**config.mk**
```make
export PLATFORM = sky130hd
export DESIGN_NAME = acc_conv_ctrl
export DESIGN_NICKNAME = d
export VERILOG_FILES = /design/src/rtl/acc_pkg.sv /design/src/rtl/acc_clk_div.sv /design/src/rtl/acc_sar_seq.sv /design/src/rtl/acc_conv_ctrl.sv
export SDC_FILE = /design/constraint.sdc
export NUM_CORES = 1
export LEC_CHECK = 0
export ABC_AREA = 1
export BUFFER_PORTS_ARGS = -buffer_cell sky130_fd_sc_hd__buf_2
export CAP_MARGIN = 15
export CORE_ASPECT_RATIO = 1.1
export CORE_MARGIN = 2
export CORE_UTILIZATION = 40
export CTS_CLUSTER_DIAMETER = 100
export CTS_CLUSTER_SIZE = 24
export DETAILED_ROUTE_END_ITERATION = 10
export RECOVER_POWER = 25
export SLEW_MARGIN = 0
export SYNTH_ARGS = -nofsm -noshare
export SYNTH_HDL_FRONTEND = slang
export SYNTH_SLANG_ARGS = --single-unit
export TNS_END_PERCENT = 5
```
**constraint.sdc**
```tcl
create_clock -name core_clk -period 2.2 [get_ports core_clk]
set_input_delay 0.44 -clock core_clk [delete_from_list [all_inputs] [get_ports core_clk]]
set_output_delay 0.44 -clock core_clk [all_outputs]
set_load 0.01 [all_outputs]
```
**src/rtl/acc_pkg.sv**
```systemverilog
// shared constants and types of the converter conversion control block
`default_nettype none
package acc_pkg;

	// ----------------------------------------------------------------
	// register byte offsets
	// ----------------------------------------------------------------
	localparam logic [7:0] OFS_STATUS_CONTROL = 8'h00;
	localparam logic [7:0] OFS_RESULT_HIGH    = 8'h04;
	localparam logic [7:0] OFS_RESULT_LOW     = 8'h08;
	localparam logic [7:0] OFS_CLOCK          = 8'h0C;
	localparam logic [7:0] OFS_BREAK_CONTROL  = 8'h10;

	// ----------------------------------------------------------------
	// field positions
	// ----------------------------------------------------------------
	localparam int SC_DONE_BIT   = 7;
	localparam int SC_IRQ_EN_BIT = 6;
	localparam int SC_CONT_BIT   = 5;
	localparam int SC_CH_LSB     = 0;
	localparam int CK_ASYNC_BIT  = 0;
	localparam int CK_LSAMP_BIT  = 1;
	localparam int CK_MODE_LSB   = 2;
	localparam int CK_DIV_LSB    = 4;
	localparam int BC_BCE_BIT    = 0;

	// ----------------------------------------------------------------
	// reset values and codes
	// ----------------------------------------------------------------
	localparam logic [4:0] CH_OFF        = 5'h1F;
	localparam logic [4:0] CH_RESET      = 5'h1F;
	localparam logic [4:0] CH_PIN8       = 5'h18;
	localparam logic [4:0] CH_PIN9       = 5'h19;
	localparam logic [4:0] CH_BANDGAP    = 5'h1A;
	localparam logic [4:0] CH_REFH       = 5'h1D;
	localparam logic [4:0] CH_REFL       = 5'h1E;
	localparam logic [4:0] CH_PIN_LAST   = 5'h07;
	localparam logic [1:0] MODE_8BIT     = 2'h0;
	localparam logic [1:0] MODE_RESET    = 2'h0;
	localparam logic [1:0] DIV_RESET     = 2'h0;

	// ----------------------------------------------------------------
	// timing, in half cycles of the conversion clock
	// ----------------------------------------------------------------
	localparam logic [5:0] SAMPLE_SHORT_HALVES = 6'h07; // 3.5 cycles
	localparam logic [5:0] SAMPLE_LONG_HALVES  = 6'h2F; // 23.5 cycles

	// ----------------------------------------------------------------
	// types
	// ----------------------------------------------------------------
	typedef enum logic [2:0]
	{
		ACC_SRC_PIN,
		ACC_SRC_BANDGAP,
		ACC_SRC_REFH,
		ACC_SRC_REFL,
		ACC_SRC_UNUSED,
		ACC_SRC_OFF
	} acc_src_t;

	typedef struct packed
	{
		logic     power_on;
		logic     pad_isolate;
		logic     sample;
		logic     convert;
		acc_src_t src;
		logic [3:0] pin;
	} acc_ana_ctl_t;

endpackage : acc_pkg
`default_nettype wire

```
**src/rtl/acc_clk_div.sv**
```systemverilog
// conversion clock divider producing half-period enable pulses
`default_nettype none
module acc_clk_div
(
	input  wire logic       core_clk,
	input  wire logic       resetn,
	input  wire logic       clear,
	input  wire logic [1:0] div_sel,
	output var  logic       half_tick_ff
);

	logic [2:0] cnt_ff;
	logic [2:0] limit;
	logic       at_limit;

	// ------------------------------------------------------------
	// divide by 1, 2, 4 or 8
	// ------------------------------------------------------------
	assign limit    = 3'((4'h1 << div_sel) - 4'h1);
	assign at_limit = (cnt_ff == limit);

	// clear realigns the phase so each sample window is exact
	always_ff @(posedge core_clk)
	begin
		if (!resetn || clear)
		begin
			cnt_ff       <= 3'h0;
			half_tick_ff <= 1'b0;
		end
		else
		begin
			cnt_ff       <= at_limit ? 3'h0 : 3'(cnt_ff + 3'h1);
			half_tick_ff <= at_limit;
		end
	end

endmodule : acc_clk_div
`default_nettype wire

```
**src/rtl/acc_sar_seq.sv**
```systemverilog
// sample and convert sequencer of one conversion
`default_nettype none
module acc_sar_seq
(
	input  wire logic core_clk,
	input  wire logic resetn,
	input  wire logic start,
	input  wire logic abort,
	input  wire logic half_tick,
	input  wire logic long_sample,
	input  wire logic ana_done,
	output var  logic sampling_ff,
	output var  logic converting_ff,
	output var  logic done_ff
);

	typedef enum logic [1:0] {ST_IDLE, ST_SAMPLE, ST_CONVERT} acc_seq_t;

	acc_seq_t   state_ff;
	acc_seq_t   nxt_state;
	logic [5:0] cnt_ff;
	logic [5:0] nxt_cnt;
	logic [5:0] sample_limit;
	logic       nxt_done;

	assign sample_limit = long_sample ? acc_pkg::SAMPLE_LONG_HALVES : acc_pkg::SAMPLE_SHORT_HALVES; // RULE_20

	// ------------------------------------------------------------
	// next state; a start restarts, an abort ends without done
	// ------------------------------------------------------------
	always_comb
	begin
		nxt_state = state_ff;
		nxt_cnt   = cnt_ff;
		nxt_done  = 1'b0;
		if (start)
		begin
			nxt_state = ST_SAMPLE;
			nxt_cnt   = 6'h00;
		end
		else if (abort)
			nxt_state = ST_IDLE; // RULE_21
		else
		begin
			unique case (state_ff)
				ST_IDLE: ;
				ST_SAMPLE:
					if (half_tick)
					begin
						if (nxt_cnt == 6'(sample_limit - 6'h01))
							nxt_state = ST_CONVERT;
						nxt_cnt = 6'(cnt_ff + 6'h01);
					end
				ST_CONVERT:
					if (ana_done)
					begin
						nxt_state = ST_IDLE; // RULE_13
						nxt_done  = 1'b1;
					end
			endcase
		end
	end

	// state registers
	always_ff @(posedge core_clk)
	begin
		if (!resetn)
		begin
			state_ff      <= ST_IDLE;
			cnt_ff        <= 6'h00;
			done_ff       <= 1'b0;
			sampling_ff   <= 1'b0;
			converting_ff <= 1'b0;
		end
		else
		begin
			state_ff      <= nxt_state;
			cnt_ff        <= nxt_cnt;
			done_ff       <= nxt_done;
			sampling_ff   <= (nxt_state == ST_SAMPLE);
			converting_ff <= (nxt_state == ST_CONVERT);
		end
	end

endmodule : acc_sar_seq
`default_nettype wire

```
**src/rtl/acc_conv_ctrl.sv**
```systemverilog
// converter conversion control: apb registers, modes, flag, decode
//
// Notes on behaviour
// RULE_01: break clear enabled lets clears stick
// RULE_02: clear disabled freezes status during break
// RULE_03: status write aborts, restarts unless off
// RULE_04: done flag set on end, cleared
// RULE_05: interrupt follows done flag when enabled
// RULE_06: continuous mode repeats and updates results
// RULE_07: continuous stops: reset, stop, clock write
// RULE_08: after stop abort, only write restarts
// RULE_09: continuous write restarts a fresh sequence
// RULE_10: single mode: one conversion per write
// RULE_11: software keeps bus clock fast enough
// RULE_12: all ones channel powers off, isolates
// RULE_13: idle low power after every conversion
// RULE_14: five bit channel decode to sources
// RULE_15: unused codes still convert, undefined result
// RULE_16: software keeps detector powered for bandgap
// RULE_17: no external trigger, writes start only
// RULE_18: done flag sets regardless of enable
// RULE_19: ten bit high read locks results
// RULE_20: long sample 23.5, short 3.5 cycles
// RULE_21: abort keeps old result, no flag
`default_nettype none
module acc_conv_ctrl
(
	input  wire logic                  core_clk,
	input  wire logic                  resetn,
	input  wire logic [7:0]            paddr,
	input  wire logic                  psel,
	input  wire logic                  penable,
	input  wire logic                  pwrite,
	input  wire logic [31:0]           pwdata,
	output var  logic [31:0]           prdata,
	output var  logic                  pready,
	output var  logic                  pslverr,
	input  wire logic                  break_state,
	input  wire logic                  stop_mode,
	input  wire logic [9:0]            ana_result,
	input  wire logic                  ana_done,
	output var  acc_pkg::acc_ana_ctl_t ana_ctl,
	output var  logic                  conv_irq
);

	// ------------------------------------------------------------
	// state
	// ------------------------------------------------------------
	logic        pready_ff;
	logic [31:0] prdata_ff;
	logic        pslverr_ff;
	logic        done_flag_ff;
	logic        irq_en_ff;
	logic        cont_ff;
	logic [4:0]  ch_ff;
	logic        async_en_ff;
	logic        long_sample_ff;
	logic [1:0]  mode_ff;
	logic [1:0]  div_ff;
	logic        bce_ff;
	logic [9:0]  result_ff;
	logic [9:0]  conv_data_ff;
	logic        lock_ff;
	logic        cont_run_ff;
	logic        stop_q_ff;
	logic        irq_ff;
	acc_pkg::acc_ana_ctl_t ana_ctl_ff;

	// ------------------------------------------------------------
	// bus decode
	// ------------------------------------------------------------
	wire         setup      = psel && !penable;
	wire         access     = psel && penable && pready_ff;
	wire         sel_sc     = (paddr == acc_pkg::OFS_STATUS_CONTROL);
	wire         sel_rh     = (paddr == acc_pkg::OFS_RESULT_HIGH);
	wire         sel_rl     = (paddr == acc_pkg::OFS_RESULT_LOW);
	wire         sel_ck     = (paddr == acc_pkg::OFS_CLOCK);
	wire         sel_bc     = (paddr == acc_pkg::OFS_BREAK_CONTROL);
	wire         mapped     = sel_sc || sel_rh || sel_rl || sel_ck || sel_bc;
	wire         wr_sc      = access && pwrite && sel_sc;
	wire         wr_ck      = access && pwrite && sel_ck;
	wire         wr_bc      = access && pwrite && sel_bc;
	wire         rd_rh      = access && !pwrite && sel_rh;
	wire         rd_rl      = access && !pwrite && sel_rl;
	wire [4:0]   wr_ch      = pwdata[acc_pkg::SC_CH_LSB +: 5];
	wire         wr_cont    = pwdata[acc_pkg::SC_CONT_BIT];
	wire         wr_ch_on   = (wr_ch != acc_pkg::CH_OFF);

	// ------------------------------------------------------------
	// status protection during break
	// ------------------------------------------------------------
	// with the clear enable low, bus traffic in break touches no status
	wire         status_may_change = !break_state || bce_ff; // RULE_01 RULE_02

	// ------------------------------------------------------------
	// conversion control
	// ------------------------------------------------------------
	wire         seq_done;
	wire         seq_sampling;
	wire         seq_converting;
	wire         half_tick;
	wire         ten_bit    = (mode_ff != acc_pkg::MODE_8BIT);
	wire         stop_entry = stop_mode && !stop_q_ff;
	wire         stop_abort = stop_entry && !async_en_ff; // RULE_07
	// status writes and continuous repeats are the only start sources; there is no trigger pin
	wire         start_write = wr_sc && wr_ch_on; // RULE_03 RULE_10 RULE_17
	wire         start_cont  = seq_done && cont_run_ff && !wr_ck && !stop_abort; // RULE_06
	wire         conv_start  = start_write || start_cont;
	wire         conv_abort  = wr_sc || stop_abort; // RULE_03
	wire         result_take = seq_done && !(ten_bit && lock_ff); // RULE_19

	// continuous run: a fresh sequence only from a status write
	wire nxt_cont_run = wr_sc ? (wr_cont && wr_ch_on) :  // RULE_09 RULE_12
	                    (wr_ck || stop_abort) ? 1'b0 :   // RULE_07 RULE_08
	                    cont_run_ff;

	// done flag: an end of conversion wins over any clear
	wire clear_ev       = (wr_sc || rd_rl) && status_may_change; // RULE_04
	wire nxt_done_flag  = seq_done ? 1'b1 :                      // RULE_18
	                      clear_ev ? 1'b0 : done_flag_ff;

	// ten bit interlock, frozen in break while the clear enable is low, like the flag's clear
	wire nxt_lock = !status_may_change ? lock_ff :
	                rd_rl ? 1'b0 :
	                (rd_rh && ten_bit) ? 1'b1 : lock_ff; // RULE_19

	// ------------------------------------------------------------
	// channel decode
	// ------------------------------------------------------------
	wire                ch_is_pin = (ch_ff <= acc_pkg::CH_PIN_LAST) ||
	                                (ch_ff == acc_pkg::CH_PIN8) || (ch_ff == acc_pkg::CH_PIN9);
	wire [3:0]          ch_pin    = (ch_ff <= acc_pkg::CH_PIN_LAST) ? ch_ff[3:0] :
	                                (ch_ff == acc_pkg::CH_PIN8) ? 4'h8 :
	                                (ch_ff == acc_pkg::CH_PIN9) ? 4'h9 : 4'h0;
	// unused and reserved codes still run a conversion on no source
	wire acc_pkg::acc_src_t ch_src =
		ch_is_pin                     ? acc_pkg::ACC_SRC_PIN :
		(ch_ff == acc_pkg::CH_BANDGAP) ? acc_pkg::ACC_SRC_BANDGAP :
		(ch_ff == acc_pkg::CH_REFH)    ? acc_pkg::ACC_SRC_REFH :
		(ch_ff == acc_pkg::CH_REFL)    ? acc_pkg::ACC_SRC_REFL :
		(ch_ff == acc_pkg::CH_OFF)     ? acc_pkg::ACC_SRC_OFF :
		                                 acc_pkg::ACC_SRC_UNUSED; // RULE_14 RULE_15

	// analog control word; power only while sampling or converting
	acc_pkg::acc_ana_ctl_t nxt_ana_ctl;
	assign nxt_ana_ctl.power_on    = (seq_sampling || seq_converting) && (ch_ff != acc_pkg::CH_OFF); // RULE_13
	assign nxt_ana_ctl.pad_isolate = (ch_ff == acc_pkg::CH_OFF);                                     // RULE_12
	assign nxt_ana_ctl.sample      = seq_sampling;
	assign nxt_ana_ctl.convert     = seq_converting;
	assign nxt_ana_ctl.src         = ch_src;
	assign nxt_ana_ctl.pin         = ch_pin;

	// ------------------------------------------------------------
	// read data mux
	// ------------------------------------------------------------
	wire [31:0] rd_sc = {24'h000000, done_flag_ff, irq_en_ff, cont_ff, ch_ff};
	wire [31:0] rd_rh_val = ten_bit ? {30'h00000000, result_ff[9:8]} : 32'h00000000;
	wire [31:0] rd_rl_val = ten_bit ? {24'h000000, result_ff[7:0]} : {24'h000000, result_ff[9:2]};
	wire [31:0] rd_ck = {26'h0000000, div_ff, mode_ff, long_sample_ff, async_en_ff};
	wire [31:0] rd_bc = {31'h00000000, bce_ff};
	wire [31:0] rd_mux = sel_sc ? rd_sc :
	                     sel_rh ? rd_rh_val :
	                     sel_rl ? rd_rl_val :
	                     sel_ck ? rd_ck :
	                     sel_bc ? rd_bc : 32'h00000000;

	// ------------------------------------------------------------
	// sub blocks
	// ------------------------------------------------------------
	acc_clk_div u_div
	(
		.core_clk     (core_clk),
		.resetn       (resetn),
		.clear        (conv_start),
		.div_sel      (div_ff),
		.half_tick_ff (half_tick)
	);

	acc_sar_seq u_seq
	(
		.core_clk      (core_clk),
		.resetn        (resetn),
		.start         (conv_start),
		.abort         (conv_abort),
		.half_tick     (half_tick),
		.long_sample   (long_sample_ff),
		.ana_done      (ana_done),
		.sampling_ff   (seq_sampling),
		.converting_ff (seq_converting),
		.done_ff       (seq_done)
	);

	// ------------------------------------------------------------
	// apb slave: one access cycle, answer prepared in setup
	// ------------------------------------------------------------
	always_ff @(posedge core_clk)
	begin
		if (!resetn)
		begin
			pready_ff  <= 1'b0;
			prdata_ff  <= 32'h00000000;
			pslverr_ff <= 1'b0;
		end
		else
		begin
			pready_ff  <= setup;
			prdata_ff  <= (setup && !pwrite) ? rd_mux : 32'h00000000;
			pslverr_ff <= setup && !mapped;
		end
	end

	// software control fields; unmapped writes change nothing
	always_ff @(posedge core_clk)
	begin
		if (!resetn)
		begin
			irq_en_ff      <= 1'b0;
			cont_ff        <= 1'b0;
			ch_ff          <= acc_pkg::CH_RESET;
			async_en_ff    <= 1'b0;
			long_sample_ff <= 1'b0;
			mode_ff        <= acc_pkg::MODE_RESET;
			div_ff         <= acc_pkg::DIV_RESET;
			bce_ff         <= 1'b0;
		end
		else
		begin
			if (wr_sc)
			begin
				irq_en_ff <= pwdata[acc_pkg::SC_IRQ_EN_BIT];
				cont_ff   <= wr_cont;
				ch_ff     <= wr_ch;
			end
			if (wr_ck)
			begin
				async_en_ff    <= pwdata[acc_pkg::CK_ASYNC_BIT];
				long_sample_ff <= pwdata[acc_pkg::CK_LSAMP_BIT];
				mode_ff        <= pwdata[acc_pkg::CK_MODE_LSB +: 2];
				div_ff         <= pwdata[acc_pkg::CK_DIV_LSB +: 2];
			end
			if (wr_bc)
				bce_ff <= pwdata[acc_pkg::BC_BCE_BIT];
		end
	end

	// conversion status
	always_ff @(posedge core_clk)
	begin
		if (!resetn)
		begin
			done_flag_ff <= 1'b0;
			lock_ff      <= 1'b0;
			cont_run_ff  <= 1'b0; // RULE_07
			stop_q_ff    <= 1'b0;
			irq_ff       <= 1'b0;
		end
		else
		begin
			done_flag_ff <= nxt_done_flag;
			lock_ff      <= nxt_lock;
			cont_run_ff  <= nxt_cont_run;
			stop_q_ff    <= stop_mode;
			irq_ff       <= nxt_done_flag && irq_en_ff; // RULE_05
		end
	end

	// ------------------------------------------------------------
	// converter data path
	// ------------------------------------------------------------
	// the converter shows its result only in the done cycle, so it is
	// caught there and moved to the result register a cycle later
	always_ff @(posedge core_clk)
	begin
		if (!resetn)
		begin
			conv_data_ff <= 10'h000;
			result_ff    <= 10'h000;
			ana_ctl_ff   <= '{power_on: 1'b0, pad_isolate: 1'b1, sample: 1'b0, convert: 1'b0,
			                  src: acc_pkg::ACC_SRC_OFF, pin: 4'h0};
		end
		else
		begin
			if (ana_done && seq_converting)
				conv_data_ff <= ana_result;
			if (result_take)
				result_ff <= conv_data_ff; // RULE_06 RULE_21
			ana_ctl_ff   <= nxt_ana_ctl;
		end
	end

	// ------------------------------------------------------------
	// outputs
	// ------------------------------------------------------------
	assign prdata   = prdata_ff;
	assign pready   = pready_ff;
	assign pslverr  = pslverr_ff;
	assign conv_irq = irq_ff;
	assign ana_ctl  = ana_ctl_ff;

endmodule : acc_conv_ctrl
`default_nettype wire

```
# Word-level counts from Yosys, hierarchy flattened
# Cells that the tools add are included.
[word_totals]
wordCells = 151
mem_bits_rw = 0
rom_bits = 0
in_bits = 58
memories = 0
output_inout_bits = 46
latch_bits = 0
ff_bits = 99
[classes]
n_bitwise = 4
div_mod_pow = 0
n_shift = 1
n_eq_ne = 18
magnitude_cmp = 1
mux = 29
multipliers = 0
addsub = 4
reduce_logical = 61
[op_table]
columns = ["operator", "count"]
rows = [
  ["8-bit 2-to-1 mux", 4],
  ["5-bit equality test, second input constant", 6],
  ["1-bit logical AND", 26],
  ["8-bit by 4-bit equality test with 1-bit output, second input constant", 2],
  ["1-bit logical OR", 13],
  ["2-bit 2-to-1 mux", 6],
  ["3-bit 2-to-1 mux", 4],
  ["4-bit 2-to-1 mux", 3],
  ["6-bit 2-to-1 mux", 2],
  ["1-bit zero test", 10],
  ["5-bit != test, second input constant", 2],
  ["1-bit 2-to-1 mux", 9],
  ["8-bit by 3-bit equality test with 1-bit output, second input constant", 1],
  ["8-bit by 5-bit equality test with 1-bit output, second input constant", 1],
  ["8-bit zero test", 1],
  ["6-bit by 1-bit adder with 6-bit output, second input constant", 1],
  ["6-bit equality test", 1],
  ["2-bit nonzero test", 3],
  ["3-bit OR reduction", 2],
  ["6-bit by 1-bit subtractor with 6-bit output, second input constant", 1],
  ["5-bit by 3-bit less-or-equal comparator with 1-bit output, second input constant", 1],
  ["2-bit by 1-bit equality test with 1-bit output, second input constant", 2],
  ["2-bit equality test, second input constant", 2],
  ["1-bit inverter", 4],
  ["9 further kinds", 11],
]

# Longest topological paths before layout
[depth]
ltp_word = 10
mapped_depth = 11
depth_no_buf = 11

# Modules after synthesis
# Synthesis repeated with hierarchy kept, for this count alone.
[hier_totals]
cells_unflattened = 475
hier_area_um2 = 3513.4
[by_module_without_submodules]
columns = ["module", "instances", "area_per_inst_um2", "cells_each", "seq_area_each_um2"]
rows = [
  ["acc_conv_ctrl", 1, 2716.4, 364, 1201.2],
  ["acc_sar_seq", 1, 589.3, 83, 220.2],
  ["acc_clk_div", 1, 207.7, 28, 80.1],
]

# Worst setup path after synthesis
# No wires, ideal clock.
[synth_timing]
kind = "input port to flip-flop"
start = "in paddr[7]"
end = "reg u_seq.state_ff[0]"
arrival_time_ns = 1.338
n_path_buf = 0
required_ns = 2.090
cell_stages = 10
slack_ns = 0.751
setup_ns = 0.110
cell_sequence = "nor2_2 > nand2_2 > nor2_8 > nand2_8 > nand2_8 > inv_4 > nand2_1 > nand2_2 > nand2_2 > inv_1"
[synth_between]
elab_chain_len = 7
elab_cells_between_ends = 12
cone_classes = "eq/ne: 1; mux: 2; reduce/logical: 9"
[synth_lines]
columns = ["item", "line_no", "rtl"]
rows = [
  ["from (decl)", "acc_conv_ctrl.sv:30", "input wire logic [7:0] paddr,"],
  ["8-bit by 4-bit equality test with 1-bit output", "acc_conv_ctrl.sv:77", "wire sel_ck = (paddr == acc_pkg::OFS_CLOCK);"],
  ["1-bit logical AND", "acc_conv_ctrl.sv:81", "wire wr_ck = access && pwrite && sel_ck;"],
  ["1-bit zero test", "acc_conv_ctrl.sv:107", "wire start_cont = seq_done && cont_run_ff && !wr_ck && !stop_abort;"],
  ["1-bit logical AND (2 in series)", "acc_conv_ctrl.sv:107", ""],
  ["1-bit logical OR", "acc_conv_ctrl.sv:108", "wire conv_start = start_write || start_cont;"],
  ["2-bit 2-to-1 mux *", "acc_sar_seq.sv:36", "if (start)"],
  ["to (signal assigned)", "acc_sar_seq.sv:77", "state_ff <= nxt_state;"],
  ["to (decl)", "acc_sar_seq.sv:19", "acc_seq_t state_ff;"],
]
# Every way passes the cells marked *; elsewhere a longest branch is shown, timed or not.
# A chain may end at the register's enable or synchronous reset.

# Final worst setup path
[layout_timing]
start = "reg mode_ff[0]"
end = "reg result_ff[6]"
[layout_between]
elab_chain_len = 4
[layout_lines]
columns = ["item", "line_no", "rtl"]
rows = [
  ["from (decl)", "acc_conv_ctrl.sv:58", "logic [1:0] mode_ff;"],
  ["from (signal assigned)", "acc_conv_ctrl.sv:222", "mode_ff <= acc_pkg::MODE_RESET;"],
  ["from (signal assigned)", "acc_conv_ctrl.sv:238", "mode_ff <= pwdata[acc_pkg::CK_MODE_LSB +: 2];"],
  ["2-bit nonzero test", "acc_conv_ctrl.sv:102", "wire ten_bit = (mode_ff != acc_pkg::MODE_8BIT);"],
  ["1-bit logical AND", "acc_conv_ctrl.sv:110", "wire result_take = seq_done && !(ten_bit && lock_ff);"],
  ["1-bit zero test", "acc_conv_ctrl.sv:110", ""],
  ["1-bit logical AND", "acc_conv_ctrl.sv:110", ""],
  ["to (signal assigned)", "acc_conv_ctrl.sv:286", "result_ff <= conv_data_ff;"],
  ["to (decl)", "acc_conv_ctrl.sv:61", "logic [9:0] result_ff;"],
]
# No other way between the ends.

==> results_dict.tcl <==
set metrics [dict create \
    syn_inst 468 \
    period_share_pct 77.03 \
    grt_max_degree 48 \
    muxShareOfSynthArea_pct 0 \
    dpl.hpwl_mm 5.527 \
    hold_path.class "input pin to flip-flop" \
    synth_top_area_cell "dfxtp_1" \
    wl_per_cell_um 11.43 \
    holdPathStages 2 \
    fp.dieH_um 102.4 \
    cts_setup_buffers 0 \
    synth_top_flop_cell "dfxtp_1" \
    synth_top_family_by_area "simple AND/OR/NAND/NOR gates" \
    hold_ws_ps 264.5 \
    clk_transition_reported_paths_ps 90 \
    pwr-share-comb_pct 4.7 \
    die-area_mm2 0.009576 \
    synthAdderAreaFrac_pct 1.776 \
    drc_errors 0 \
    synthesis.area_mm2 0.003523 \
    fmax_mhz 590.1 \
    synth_cell_type_count 32 \
    cts.sinks 75 \
    clk_latency_ps 350 \
    start_kind "flip-flop" \
    cts-resized-gates 0 \
    pwr-share-clk_pct 44.4 \
    path_max_fanout 18 \
    antenna_found_initial 0 \
    crit_arrival_ps 1910 \
    power.density_mw_per_mm2 665.8 \
    grt_pass1_vias 2668 \
    hold_viol 0 \
    synth_top_cells_by_area "dfxtp_1 43%, nand2_1 8.7%, inv_1 6.7%" \
    grt_use_total_pct 16.11 \
    hold_buffers 0 \
    critical_path_class "flip-flop to flip-flop" \
    crit_required_ps 2420 \
    p_sw_uw 626.8 \
    die_x_um 93.49 \
    power_leakage_uw 0.001744 \
    yosysSeqAreaShare_pct 42.61 \
    maxCapViolCount 0 \
    layout_commonest_cell "nand2_1" \
    cts-htree-levels 3 \
    setup_viol 0 \
    routed_wl_mm 7.325 \
    timing.setup.tns_ps 0 \
    synthSimpleGateAreaFrac_pct 27.52 \
    swShare_pct 23.44 \
    p_int_uw 2047 \
    r2r_end "result_ff[6]" \
    synth-compound-area-share_pct 13.32 \
    peakVddDrop_mv 0.3410 \
    layout_min_cycle_time_ps 1695 \
    grt_pass1_wl_mm 12.07 \
    synth_xor_xnor_area_share_pct 1.243 \
    rsz0062_at_grt "false" \
    rows 35 \
    start_util_pct 41.69 \
    numCtsBuffers 9 \
    vias 2911 \
    synth_top_area_share_pct 42.61 \
    post-route-util_pct 47.52 \
    tightest_slew_ps 896.2 \
    firstDrtPassIters 5 \
    postRouteAntennaNets 0 \
    r2r_setup_slack_ps 510 \
    routabilityCongestion 0.8251 \
    ys.warnings.count 0 \
    port_buffers 54 \
    mostFrequentLayoutCells "82 x nand2_1, 75 x dfxtp_1, 63 x inv_1" \
    areaGrowthSynthToFinish_pct 13.99 \
    ys_ff_latch 75 \
    r2r_start "mode_ff[0]" \
    clock_path_buffers 2 \
    final_nets 588 \
    slew_viol_final 0 \
    synth-async-reset-ratio_pct 0 \
    io-pin-count 104 \
    fin_worst_skew_ps 14.36 \
    first_iter_violations 141 \
    syn_avg_cell_area_um2 7.529 \
    viasPerCell 4.541 \
    drive_gt1_share_pct 18.30 \
    cts_tree "done" \
    overflow 0 \
    rr_worst_depth 6 \
    synth_edf_count 0 \
    setup.worst_path.end_class "flip-flop" \
    hold_end "pready" \
    cts_root_buffer "clkbuf_8" \
    maxSlewHeadroom_pct 40.25 \
    pwr-share-seq_pct 50.9 \
    status "complete, no violations" \
    core_area_mm2 0.008452 \
    antenna_cells 0 \
    min_from "penable" \
]
## area by class of cell
type                       count  area, um2
multi-input combinational    317       1635
tap                          111      138.9
clock buffer                   9      123.9
clock inverter                 7      100.1
inverter                      67      259.0
sequential                    75       1501
fill                         888       4436
timing repair buffer          55      257.7
## power groups by stage
stage | combinational (uW) | clock [uW] | sequential, uW
after floorplan | 106 | 0 | 1390
after global placement | 126 | 0 | 1390
after detailed placement | 127 | 0 | 1390
after CTS | 127 | 1220 | 1360
after global routing | 142 | 1280 | 1360
final | 126 | 1190 | 1360
## cells by family after synthesis
family / after synthesis
AO/OA/AOI/OAI: 84
XOR/XNOR: 5
adder cells (fa/ha/maj): 5
buffers and inverters: 99
flip-flops: 75
other: 1
AND/OR/NAND/NOR: 199
## layer usage
layer / wire [um] / global-route usage, % / up-vias
li1: - / - / 1552
met2: 3489 / 27.17 / 59
met5: 0 / 0 / -
met1: 3327 / 19.73 / 1288
met4: 150 / 7.127 / 0
met3: 356 / 3.687 / 12
## sequential cells by signal, indices dropped and copies added, names as in the netlist, 2 cells and up
name            count
ana_ctl            11
conv_data_ff       10
result_ff          10
prdata              8
u_seq.cnt_ff        6
ch_ff               5
u_div.cnt_ff        3
div_ff              2
mode_ff             2
u_seq.state_ff      2
## how the worst max path moves through the flow
stage / to / slack (ps) / startpoint
after global routing: result_ff[6] / 280 / mode_ff[0]
after global placement: conv_irq / 420 / paddr[4]
final: result_ff[6] / 510 / mode_ff[0]
after floorplan: u_seq.state_ff[0] / 750 / paddr[7]
after CTS: result_ff[6] / 510 / mode_ff[0]
after detailed placement: conv_irq / 410 / paddr[4]
## worst max-delay path: stages, from the launching register on
cell and delay (ps):
dfxtp_1 350, nor2_4 300, inv_1 140, a21oi_1 220, inv_1 250, o21ai_0 240
a21oi_1 60
## synthesized netlist by cell type, types with 2 or more instances
cell,instances
a21oi_1,27
a21oi_2,5
buf_2,2
buf_4,24
clkbuf_1,5
dfxtp_1,75
ha_1,5
inv_1,63
inv_4,3
nand2_1,82
nand2_2,8
nand2_4,3
nand2_8,2
nand3_1,19
nand3_2,3
nand4_1,2
nor2_1,53
nor2_2,9
nor2_4,6
nor3_1,10
o211ai_1,10
o21ai_0,39
xor2_1,4
## through the flow
| step | instances | power, uW | instance area (um2) | setup slack, ps |
|---|---|---|---|---|
| final | 641 | 2674 | 4016 | 505.3 |
| after global placement | 625 | 1519 | 3812 | 420.2 |
| after floorplan | 491 | 1500 | 3610 | 751.4 |
| after detailed placement | 625 | 1520 | 3812 | 408.1 |
| after global routing | 641 | 2781 | 4016 | 279.7 |
| after CTS | 641 | 2706 | 4036 | 505.8 |
No activity file was read; power rests on OpenSTA's default activity.
